[src/rtl/nfh_defines.vh]
`ifndef NFH_DEFINES_VH
`define NFH_DEFINES_VH

// ----------------------------------------
// Command codes
// ----------------------------------------
`define NFH_CMD_RESET    8'hFF
`define NFH_CMD_READID   8'h90
`define NFH_CMD_READ1    8'h00
`define NFH_CMD_READ2    8'h30
`define NFH_CMD_PROG1    8'h80
`define NFH_CMD_PROG2    8'h10
`define NFH_CMD_ERASE1   8'h60
`define NFH_CMD_ERASE2   8'hD0
`define NFH_CMD_STATUS   8'h70
`define NFH_ID_ADDR      8'h00

// ----------------------------------------
// User operation codes
// ----------------------------------------
`define NFH_OP_RESET     3'h0
`define NFH_OP_READID    3'h1
`define NFH_OP_READ      3'h2
`define NFH_OP_PROG      3'h3
`define NFH_OP_ERASE     3'h4
`define NFH_OP_STATUS    3'h5

// ----------------------------------------
// Geometry
// ----------------------------------------
`define NFH_COL_BITS     13
`define NFH_PAGE_BITS    6
`define NFH_BLOCK_BITS   13
`define NFH_ROW_BITS     19
`define NFH_PAGE_MAIN    2048
`define NFH_PAGE_SPARE   128
`define NFH_PLANE_BIT    6
`define NFH_ID_BYTES     13'h0005
`define NFH_ADDR_FIRST   3'h0
`define NFH_ADDR_LAST    3'h4
`define NFH_ROW_FIRST    3'h2
`define NFH_FIFO_WIDTH   8
`define NFH_FIFO_DEPTH   16
`define NFH_FIFO_AW      4

// ----------------------------------------
// Timing
// ----------------------------------------
`define NFH_CLK_MHZ      40
`define NFH_PHASE_NS     50
`define NFH_PHASE_CYC    ((`NFH_PHASE_NS * `NFH_CLK_MHZ + 999) / 1000)
`define NFH_TWB_NS       100
`define NFH_TWB_TICKS    ((`NFH_TWB_NS + `NFH_PHASE_NS - 1) / `NFH_PHASE_NS)

`endif

[src/rtl/nfh_fifo.v]
`timescale 1ns/1ps
// ----------------------------------------
// Synchronous FIFO
// ----------------------------------------
module nfh_fifo #(
   parameter WIDTH = 8,
   parameter DEPTH = 16,
   parameter AW    = 4
) (
   input  wire             clk,
   input  wire             rst_n,
   input  wire             in_valid,
   output wire             in_ready,
   input  wire [WIDTH-1:0] in_data,
   output wire             out_valid,
   input  wire             out_ready,
   output wire [WIDTH-1:0] out_data
);
   reg [WIDTH-1:0] mem [0:DEPTH-1];
   reg [AW:0]      wptr_reg;
   reg [AW:0]      rptr_reg;
   wire            push;
   wire            pop;

   // Extra pointer bit tells full from empty
   assign in_ready  = (wptr_reg[AW] == rptr_reg[AW]) || (wptr_reg[AW-1:0] != rptr_reg[AW-1:0]);
   assign out_valid = (wptr_reg != rptr_reg);
   assign out_data  = mem[rptr_reg[AW-1:0]];
   assign push      = in_valid && in_ready;
   assign pop       = out_valid && out_ready;

   // Storage has no reset, it is never read while empty
   always @(posedge clk) begin
      if (push) begin
         mem[wptr_reg[AW-1:0]] <= in_data;
      end
   end

   // Pointers
   always @(posedge clk or negedge rst_n) begin
      if (!rst_n) begin
         wptr_reg <= {(AW+1){1'b0}};
         rptr_reg <= {(AW+1){1'b0}};
      end else begin
         if (push) begin
            wptr_reg <= wptr_reg + {{AW{1'b0}}, 1'b1};
         end
         if (pop) begin
            rptr_reg <= rptr_reg + {{AW{1'b0}}, 1'b1};
         end
      end
   end
endmodule // nfh_fifo

[src/rtl/nfh_host.v]
`timescale 1ns/1ps
`include "nfh_defines.vh"
// ----------------------------------------
// NAND flash pin-level host sequencer
// ----------------------------------------
module nfh_host (
   input  wire        clk,
   input  wire        rst_n,
   // User command port
   input  wire        cmd_valid,
   output wire        cmd_ready,
   input  wire [2:0]  cmd_op,
   input  wire [12:0] cmd_col,
   input  wire [18:0] cmd_row,
   input  wire [12:0] cmd_len,
   output reg         cmd_done,
   output wire        init_done,
   // User controls
   input  wire        write_allow,
   input  wire        protect_request,
   // Program data in
   input  wire        wr_valid,
   output wire        wr_ready,
   input  wire [7:0]  wr_data,
   // Read data out
   output reg         rd_valid,
   output reg  [7:0]  rd_data,
   // Flash pins
   output reg         nand_ce_n,
   output reg         nand_cle,
   output reg         nand_ale,
   output reg         nand_we_n,
   output reg         read_strobe_n,
   output reg         nand_wp_n,
   output reg         volatile_protect_enable_in,
   input  wire        nand_rb_n,
   input  wire [7:0]  shared_bus_in,
   output reg  [7:0]  shared_bus_out,
   output reg         shared_bus_oe
);
   // ----------------------------------------
   // States
   // ----------------------------------------
   localparam S_IDLE  = 3'h0;
   localparam S_CMD1  = 3'h1;
   localparam S_ADDR  = 3'h2;
   localparam S_WDATA = 3'h3;
   localparam S_CMD2  = 3'h4;
   localparam S_BUSY  = 3'h5;
   localparam S_RDATA = 3'h6;
   localparam S_DONE  = 3'h7;

   reg [2:0]  state_reg;
   reg [1:0]  ph_reg;
   reg [3:0]  div_reg;
   reg [3:0]  wb_reg;
   reg [2:0]  op_reg;
   reg [12:0] col_reg;
   reg [18:0] row_reg;
   reg [12:0] len_reg;
   reg [12:0] cnt_reg;
   reg [2:0]  aidx_reg;
   reg        init_reg;
   wire       tick;
   wire       fifo_valid;
   wire [7:0] fifo_data;
   wire       fifo_pop;
   wire       cmd_phase;

   // ----------------------------------------
   // Address byte mapping
   // ----------------------------------------
   function [7:0] addr_byte;
      input [2:0]  idx;
      input [12:0] col;
      input [18:0] row;
      begin
         case (idx)
            3'h0:    addr_byte = col[7:0];
            3'h1:    addr_byte = {3'h0, col[12:8]};
            3'h2:    addr_byte = row[7:0];
            3'h3:    addr_byte = row[15:8];
            3'h4:    addr_byte = {5'h00, row[18:16]};
            default: addr_byte = 8'h00;
         endcase
      end
   endfunction

   // First and second command of each operation
   function [7:0] op_cmd;
      input [2:0] op;
      input       second;
      begin
         case (op)
            `NFH_OP_RESET:  op_cmd = `NFH_CMD_RESET;
            `NFH_OP_READID: op_cmd = `NFH_CMD_READID;
            `NFH_OP_READ:   op_cmd = second ? `NFH_CMD_READ2 : `NFH_CMD_READ1;
            `NFH_OP_PROG:   op_cmd = second ? `NFH_CMD_PROG2 : `NFH_CMD_PROG1;
            `NFH_OP_ERASE:  op_cmd = second ? `NFH_CMD_ERASE2 : `NFH_CMD_ERASE1;
            default:        op_cmd = `NFH_CMD_STATUS;
         endcase
      end
   endfunction

   // ----------------------------------------
   // Phase divider and handshakes
   // ----------------------------------------
   // Only reset is accepted until the first reset completes
   assign cmd_ready = (state_reg == S_IDLE) && (init_reg || cmd_op == `NFH_OP_RESET);
   assign init_done = init_reg;
   assign tick      = (div_reg == `NFH_PHASE_CYC - 1);
   assign fifo_pop  = tick && (state_reg == S_WDATA) && (ph_reg == 2'h2);
   assign cmd_phase = (state_reg == S_CMD1) || (state_reg == S_CMD2);

   // Each pin phase lasts one divider period
   always @(posedge clk or negedge rst_n) begin
      if (!rst_n) begin
         div_reg <= 4'h0;
      end else if (tick) begin
         div_reg <= 4'h0;
      end else begin
         div_reg <= div_reg + 4'h1;
      end
   end

   // Program data buffer, back-pressure reaches wr_ready
   nfh_fifo #(
      .WIDTH (`NFH_FIFO_WIDTH),
      .DEPTH (`NFH_FIFO_DEPTH),
      .AW    (`NFH_FIFO_AW)
   ) u_fifo (
      .clk       (clk),
      .rst_n     (rst_n),
      .in_valid  (wr_valid),
      .in_ready  (wr_ready),
      .in_data   (wr_data),
      .out_valid (fifo_valid),
      .out_ready (fifo_pop),
      .out_data  (fifo_data)
   );

   // Static protect pins follow user levels through flops
   always @(posedge clk or negedge rst_n) begin
      if (!rst_n) begin
         nand_wp_n                  <= 1'b0;
         volatile_protect_enable_in <= 1'b0;
      end else begin
         nand_wp_n                  <= write_allow;
         volatile_protect_enable_in <= protect_request;
      end
   end

   // ----------------------------------------
   // Pin sequencer
   // ----------------------------------------
   // Phase 0 sets latches and data, 1 drops strobe, 2 raises it;
   // latches move at phase 0, or clear a clock after the last rise, so they hold past the rising edge.
   always @(posedge clk or negedge rst_n) begin
      if (!rst_n) begin
         state_reg      <= S_IDLE;
         ph_reg         <= 2'h0;
         wb_reg         <= 4'h0;
         op_reg         <= 3'h0;
         col_reg        <= 13'h0000;
         row_reg        <= 19'h00000;
         len_reg        <= 13'h0000;
         cnt_reg        <= 13'h0000;
         aidx_reg       <= 3'h0;
         init_reg       <= 1'b0;
         cmd_done       <= 1'b0;
         rd_valid       <= 1'b0;
         rd_data        <= 8'h00;
         nand_ce_n      <= 1'b1;
         nand_cle       <= 1'b0;
         nand_ale       <= 1'b0;
         nand_we_n      <= 1'b1;
         read_strobe_n  <= 1'b1;
         shared_bus_out <= 8'h00;
         shared_bus_oe  <= 1'b0;
      end else begin
         cmd_done <= 1'b0;
         rd_valid <= 1'b0;
         case (state_reg)
            S_IDLE: begin
               if (cmd_valid && cmd_ready) begin
                  op_reg    <= cmd_op;
                  col_reg   <= (cmd_op == `NFH_OP_READID) ? 13'h0000 : cmd_col;
                  row_reg   <= cmd_row;
                  len_reg   <= (cmd_op == `NFH_OP_READID) ? `NFH_ID_BYTES :
                               (cmd_op == `NFH_OP_STATUS) ? 13'h0001 : cmd_len;
                  aidx_reg  <= (cmd_op == `NFH_OP_ERASE) ? `NFH_ROW_FIRST : `NFH_ADDR_FIRST;
                  cnt_reg   <= 13'h0000;
                  ph_reg    <= 2'h0;
                  nand_ce_n <= 1'b0;
                  state_reg <= S_CMD1;
               end
            end
            S_CMD1, S_CMD2, S_ADDR, S_WDATA: begin
               if (tick) begin
                  case (ph_reg)
                     2'h0: begin
                        // Never both latches high at once
                        nand_cle      <= cmd_phase;
                        nand_ale      <= (state_reg == S_ADDR);
                        shared_bus_oe <= 1'b1;
                        if (state_reg == S_ADDR) begin
                           // READID sends col byte 0, which is forced to 00h
                           shared_bus_out <= addr_byte(aidx_reg, col_reg, row_reg);
                        end else if (state_reg == S_WDATA) begin
                           shared_bus_out <= fifo_data;
                        end else begin
                           shared_bus_out <= op_cmd(op_reg, state_reg == S_CMD2);
                        end
                        // Data phase stalls until the buffer has a byte
                        if (state_reg != S_WDATA || fifo_valid) begin
                           ph_reg <= 2'h1;
                        end
                     end
                     2'h1: begin
                        nand_we_n <= 1'b0;
                        ph_reg    <= 2'h2;
                     end
                     default: begin
                        nand_we_n <= 1'b1;
                        ph_reg    <= 2'h0;
                        wb_reg    <= 4'h0;
                        cnt_reg   <= 13'h0000;
                        case (state_reg)
                           S_CMD1: begin
                              if (op_reg == `NFH_OP_RESET) begin
                                 state_reg <= S_BUSY;
                              end else if (op_reg == `NFH_OP_STATUS) begin
                                 state_reg <= S_RDATA;
                              end else begin
                                 state_reg <= S_ADDR;
                              end
                           end
                           S_ADDR: begin
                              aidx_reg <= aidx_reg + 3'h1;
                              if (op_reg == `NFH_OP_READID) begin
                                 state_reg <= S_RDATA;
                              end else if (aidx_reg != `NFH_ADDR_LAST) begin
                                 state_reg <= S_ADDR;
                              end else if (op_reg == `NFH_OP_PROG && len_reg != 13'h0000) begin
                                 state_reg <= S_WDATA;
                              end else begin
                                 state_reg <= S_CMD2;
                              end
                           end
                           S_WDATA: begin
                              cnt_reg <= cnt_reg + 13'h0001;
                              if (cnt_reg + 13'h0001 == len_reg) begin
                                 state_reg <= S_CMD2;
                              end
                           end
                           default: state_reg <= S_BUSY;
                        endcase
                     end
                  endcase
               end
            end
            S_BUSY: begin
               // Wait out the busy assert delay, then poll the pulled-up line
               nand_cle      <= 1'b0;
               nand_ale      <= 1'b0;
               shared_bus_oe <= 1'b0;
               if (tick) begin
                  if (wb_reg != `NFH_TWB_TICKS) begin
                     wb_reg <= wb_reg + 4'h1;
                  end else if (nand_rb_n) begin
                     ph_reg    <= 2'h0;
                     state_reg <= (op_reg == `NFH_OP_READ) ? S_RDATA : S_DONE;
                  end
               end
            end
            S_RDATA: begin
               // Bus released so the device may drive it
               nand_cle      <= 1'b0;
               nand_ale      <= 1'b0;
               shared_bus_oe <= 1'b0;
               if (tick) begin
                  case (ph_reg)
                     2'h0: begin
                        if (len_reg == 13'h0000) begin
                           state_reg <= S_DONE;
                        end else begin
                           ph_reg <= 2'h1;
                        end
                     end
                     2'h1: begin
                        read_strobe_n <= 1'b0;
                        ph_reg        <= 2'h2;
                     end
                     default: begin
                        // Sampled a full phase after the fall
                        read_strobe_n <= 1'b1;
                        rd_data       <= shared_bus_in;
                        rd_valid      <= 1'b1;
                        ph_reg        <= 2'h0;
                        cnt_reg       <= cnt_reg + 13'h0001;
                        if (cnt_reg + 13'h0001 == len_reg) begin
                           state_reg <= S_DONE;
                        end
                     end
                  endcase
               end
            end
            default: begin
               nand_ce_n     <= 1'b1;
               nand_cle      <= 1'b0;
               nand_ale      <= 1'b0;
               shared_bus_oe <= 1'b0;
               cmd_done      <= 1'b1;
               if (op_reg == `NFH_OP_RESET) begin
                  init_reg <= 1'b1;
               end
               state_reg <= S_IDLE;
            end
         endcase
      end
   end
endmodule // nfh_host

[config.mk]
export PLATFORM = sky130hd
export DESIGN_NAME = nfh_host
export DESIGN_NICKNAME = d
export VERILOG_FILES = /design/src/rtl/nfh_fifo.v /design/src/rtl/nfh_host.v
export VERILOG_INCLUDE_DIRS = /design/src /design/src/rtl
export SDC_FILE = /design/constraint.sdc
export NUM_CORES = 1
export LEC_CHECK = 0
export BUFFER_PORTS_ARGS = -buffer_cell sky130_fd_sc_hd__buf_2
export CAP_MARGIN = 0
export CORE_MARGIN = 2
export CORE_UTILIZATION = 51
export CTS_BUF_LIST = sky130_fd_sc_hd__clkbuf_16
export DETAILED_ROUTE_END_ITERATION = 12
export PLACE_DENSITY = 0.81
export SYNTH_ARGS = -nofsm -noshare
export SYNTH_HDL_FRONTEND = slang
export SYNTH_SLANG_ARGS = --single-unit
[constraint.sdc]
create_clock -name clk -period 3.2 [get_ports clk]
set_input_delay 0.32 -clock clk [delete_from_list [all_inputs] [get_ports clk]]
set_output_delay 0.32 -clock clk [all_outputs]
set_load 0.05 [all_outputs]
==> reports/metrics.cfg <==
[run_status]
outcome = finished, final reports clean

[grt]
grt_remaining_overflow = 0
antenna_found_initial = 0
grt_max_degree = 76
grtUsageTotal = 0.228
grt_pass1_vias = 7172
grt_pass1_wl_um = 39900

[cells_and_area]
area_growth_pct = 16.0
seq_area_um2 = 6700
multiInputGateArea_um2 = 4030
num_antenna_cells = 0
fill_cells = 1600
nNetsFinal = 1049
largest_register_ffs = 128
utilization = 0.605
drive_above_1_share = 0.243

[place]
gp_congestion = 0.874
dp_hpwl_um = 17200
dp_slack_ns = 0.620
portBuffers = 99

[sta]
rsz0062_at_grt = false
setup_tns_ns = 0
slew_viol_final = 0
finalSetupViolCount = 0
period_share = 0.848
finalWorstSetupSlack_ns = 0.485
min_period_ns = 2.71
finalHoldViolCount = 0
worst_pin_slew_ns = 0.926
slew_headroom = 0.378
fmax_ghz = 0.368
finClkSkew_ns = 0.0185

[yosys]
async_reset_ff_frac = 0.471
synth.cell_area_um2 = 11000
yosysTopAreaCellShare = 0.350
yosysSeqAreaShare = 0.609
synth-seq-cells = 242
synth_enable_flop_cells = 128
syn_inst = 858
ys_types = 68
syn_nets = 942
synth.avg_cell_area_um2 = 12.8
synth_top_cell_by_area = edfxtp_1
synth_top_flop_cell = edfxtp_1
ys_warn_count = 0
yosys-top-cells-area = edfxtp_1 (35%), dfrtp_1 (25%), mux4_2 (8.2%), nand2_1 (3.9%), o21ai_0 (2.7%)

[floorplanning]
die-width_um = 151
core_um2 = 21100
ios = 100
design.die.area_um2 = 22700
rows = 53
start_util = 0.521
die_h_um = 151

[clocking]
cts_max_level = 1
cts_tree = yes
cts_max_path_buffers = 3
clk_latency_ns = 0.54
cts_root_buf = clkbuf_16
cts-buffers-inserted = 26
clock_sinks = 242
path_clk_slew_ns = 0.07

[critical_path]
worst_ep_arrival_time_ns = 2.39
timing.rr.start = u_fifo.wptr_reg[2]
crit_type = reg2out
cp_max_fo = 24
r2r_end = u_fifo.mem[13][4]
critPathRequiredTime_ns = 2.88
start_kind = flop
rrSetupSlack_ns = 0.62
crit_path_end_kind = output pin
rr_worst_depth = 6
critPathLaunch = state_reg[1]

[worst_hold_path]
hold_path_end = row_reg[18]
min_from = cmd_row[18]
min_path_cells = 2
hp-class = in2reg

[detailed_routing]
drc_errors = 0
wl_um = 25500
drt-pass1-iter-count = 5
drt_first_iter_violations = 833
wl_per_cell_um = 20.2
postRouteAntennaNets = 0
num_vias = 7495
vias_per_cell = 5.95

[power_and_ir_drop]
pwr_density_cell_nw_per_um2 = 908
swShare = 0.377
p_leak_nw = 5.03
finalPower_mw = 11.6
p_int_mw = 7.21
pwr-share-comb = 0.359
switchingPower_mw = 4.37
ir_drop_uv = 607
power_frac_seq = 0.399
power.share.clock = 0.242

[flow_run]
drv_cap = 0

[critical path, cell delays in order, from the launching register on]
cell	delay, ns
dfrtp_1	0.63
or2_2	0.48
nor2_1	0.28
o21a_1	0.20
buf_2	0.26
[power by group through the flow]
stage,logic (mW),clock network (mW),registers (mW)
2_1_floorplan,2.68,0,4.87
3_3_place_gp,3.97,0,4.62
3_5_place_dp,4.07,0,4.65
4_1_cts,4.13,2.85,4.61
5_1_grt,4.53,2.99,4.71
6_report,4.15,2.80,4.62
[cell type report]
| class | instances | share of cell area |
|---|---|---|
| Sequential cell | 242 | 0.526 |
| Multi-Input combinational cell | 548 | 0.316 |
| Timing Repair Buffer | 133 | 0.0630 |
| Clock buffer | 26 | 0.0510 |
| Tap cell | 275 | 0.0270 |
| Clock inverter | 22 | 0.0130 |
| Inverter | 14 | 0.00412 |
[per-layer routing]
metal	GRT usage	share of wire	vias up	wire length, um
met1	0.314	0.41	3708	10400
met5	0	0	-	0
li1	-	-	3428	-
met4	0.0556	0.022	0	571
met3	0.0455	0.073	46	1870
met2	0.379	0.50	313	12600
[cells in the final DEF (no fill, tap or decap), types with 13 or more instances in the layout]
| cell | n |
|---|---|
| edfxtp_1 | 128 |
| nand2_1 | 114 |
| dfrtp_1 | 110 |
| buf_2 | 98 |
| o21ai_0 | 60 |
| nor2_1 | 53 |
| mux4_2 | 40 |
| mux2_2 | 26 |
| clkbuf_16 | 26 |
| xnor2_1 | 25 |
| nand3_1 | 21 |
| a21oi_1 | 20 |
| buf_4 | 19 |
| inv_1 | 18 |
| dlygate4sd3_1 | 15 |
| nor3_1 | 13 |
| ha_1 | 13 |
[stage by stage]
step	hold slack (ns)	cell area (um^2)	std cells
floorplan	0.0244	11000	858
global placement	0.406	11800	1197
detailed placement	0.407	11800	1197
CTS	0.00256	12700	1260
global route	0.00838	12700	1260
finish	0.0249	12700	1260
[Yosys cell counts, types with 3 or more instances]
library cell and count:
o31ai_1 11, nand3b_1 3, xnor2_1 25, or3_1 6, nor2b_1 12, dfrtp_1 111
nand2_1 114, o211ai_1 6, a21o_1 7, inv_1 13, dfstp_2 3, and2_1 6
a222oi_1 8, nand2b_1 5, a31oi_1 12, buf_1 5, buf_2 6, o221ai_1 3
mux2_2 26, o21a_1 5, edfxtp_1 128, clkbuf_1 43, nor3_1 13, a21oi_1 20
or2_2 3, o21ai_0 60, and3_1 4, nor2_1 53, nand3_1 21, xor2_1 9
ha_1 13, nor4_1 7, mux4_2 40, nand4_1 9, nor3b_1 6
[cell families after synthesis]
kind of cell,Yosys count,share of synthesized area
simple gates,272,0.117
flops,242,0.609
compound gates,160,0.0949
buf+inv,68,0.0239
mux,68,0.111
xor+xnor,35,0.0291
fa+ha+maj,13,0.0148
[worst max path at each step]
stage | to | slack [ns]
floorplan | u_fifo.mem[3][0] | 0.28
global placement | state_reg[1] | 0.70
detailed placement | u_fifo.mem[9][5] | 0.62
CTS | cmd_ready | 0.53
global route | cmd_ready | 0.36
finish | cmd_ready | 0.49
[what timing repair did]
action | in CTS | in global routing
hold buffers | 15 | 0
endpoints found under the hold margin | 61 | 0
resized for setup | 0 | 0
setup buffers | 0 | 0
Note: power is estimated with default switching activity, not from simulation.
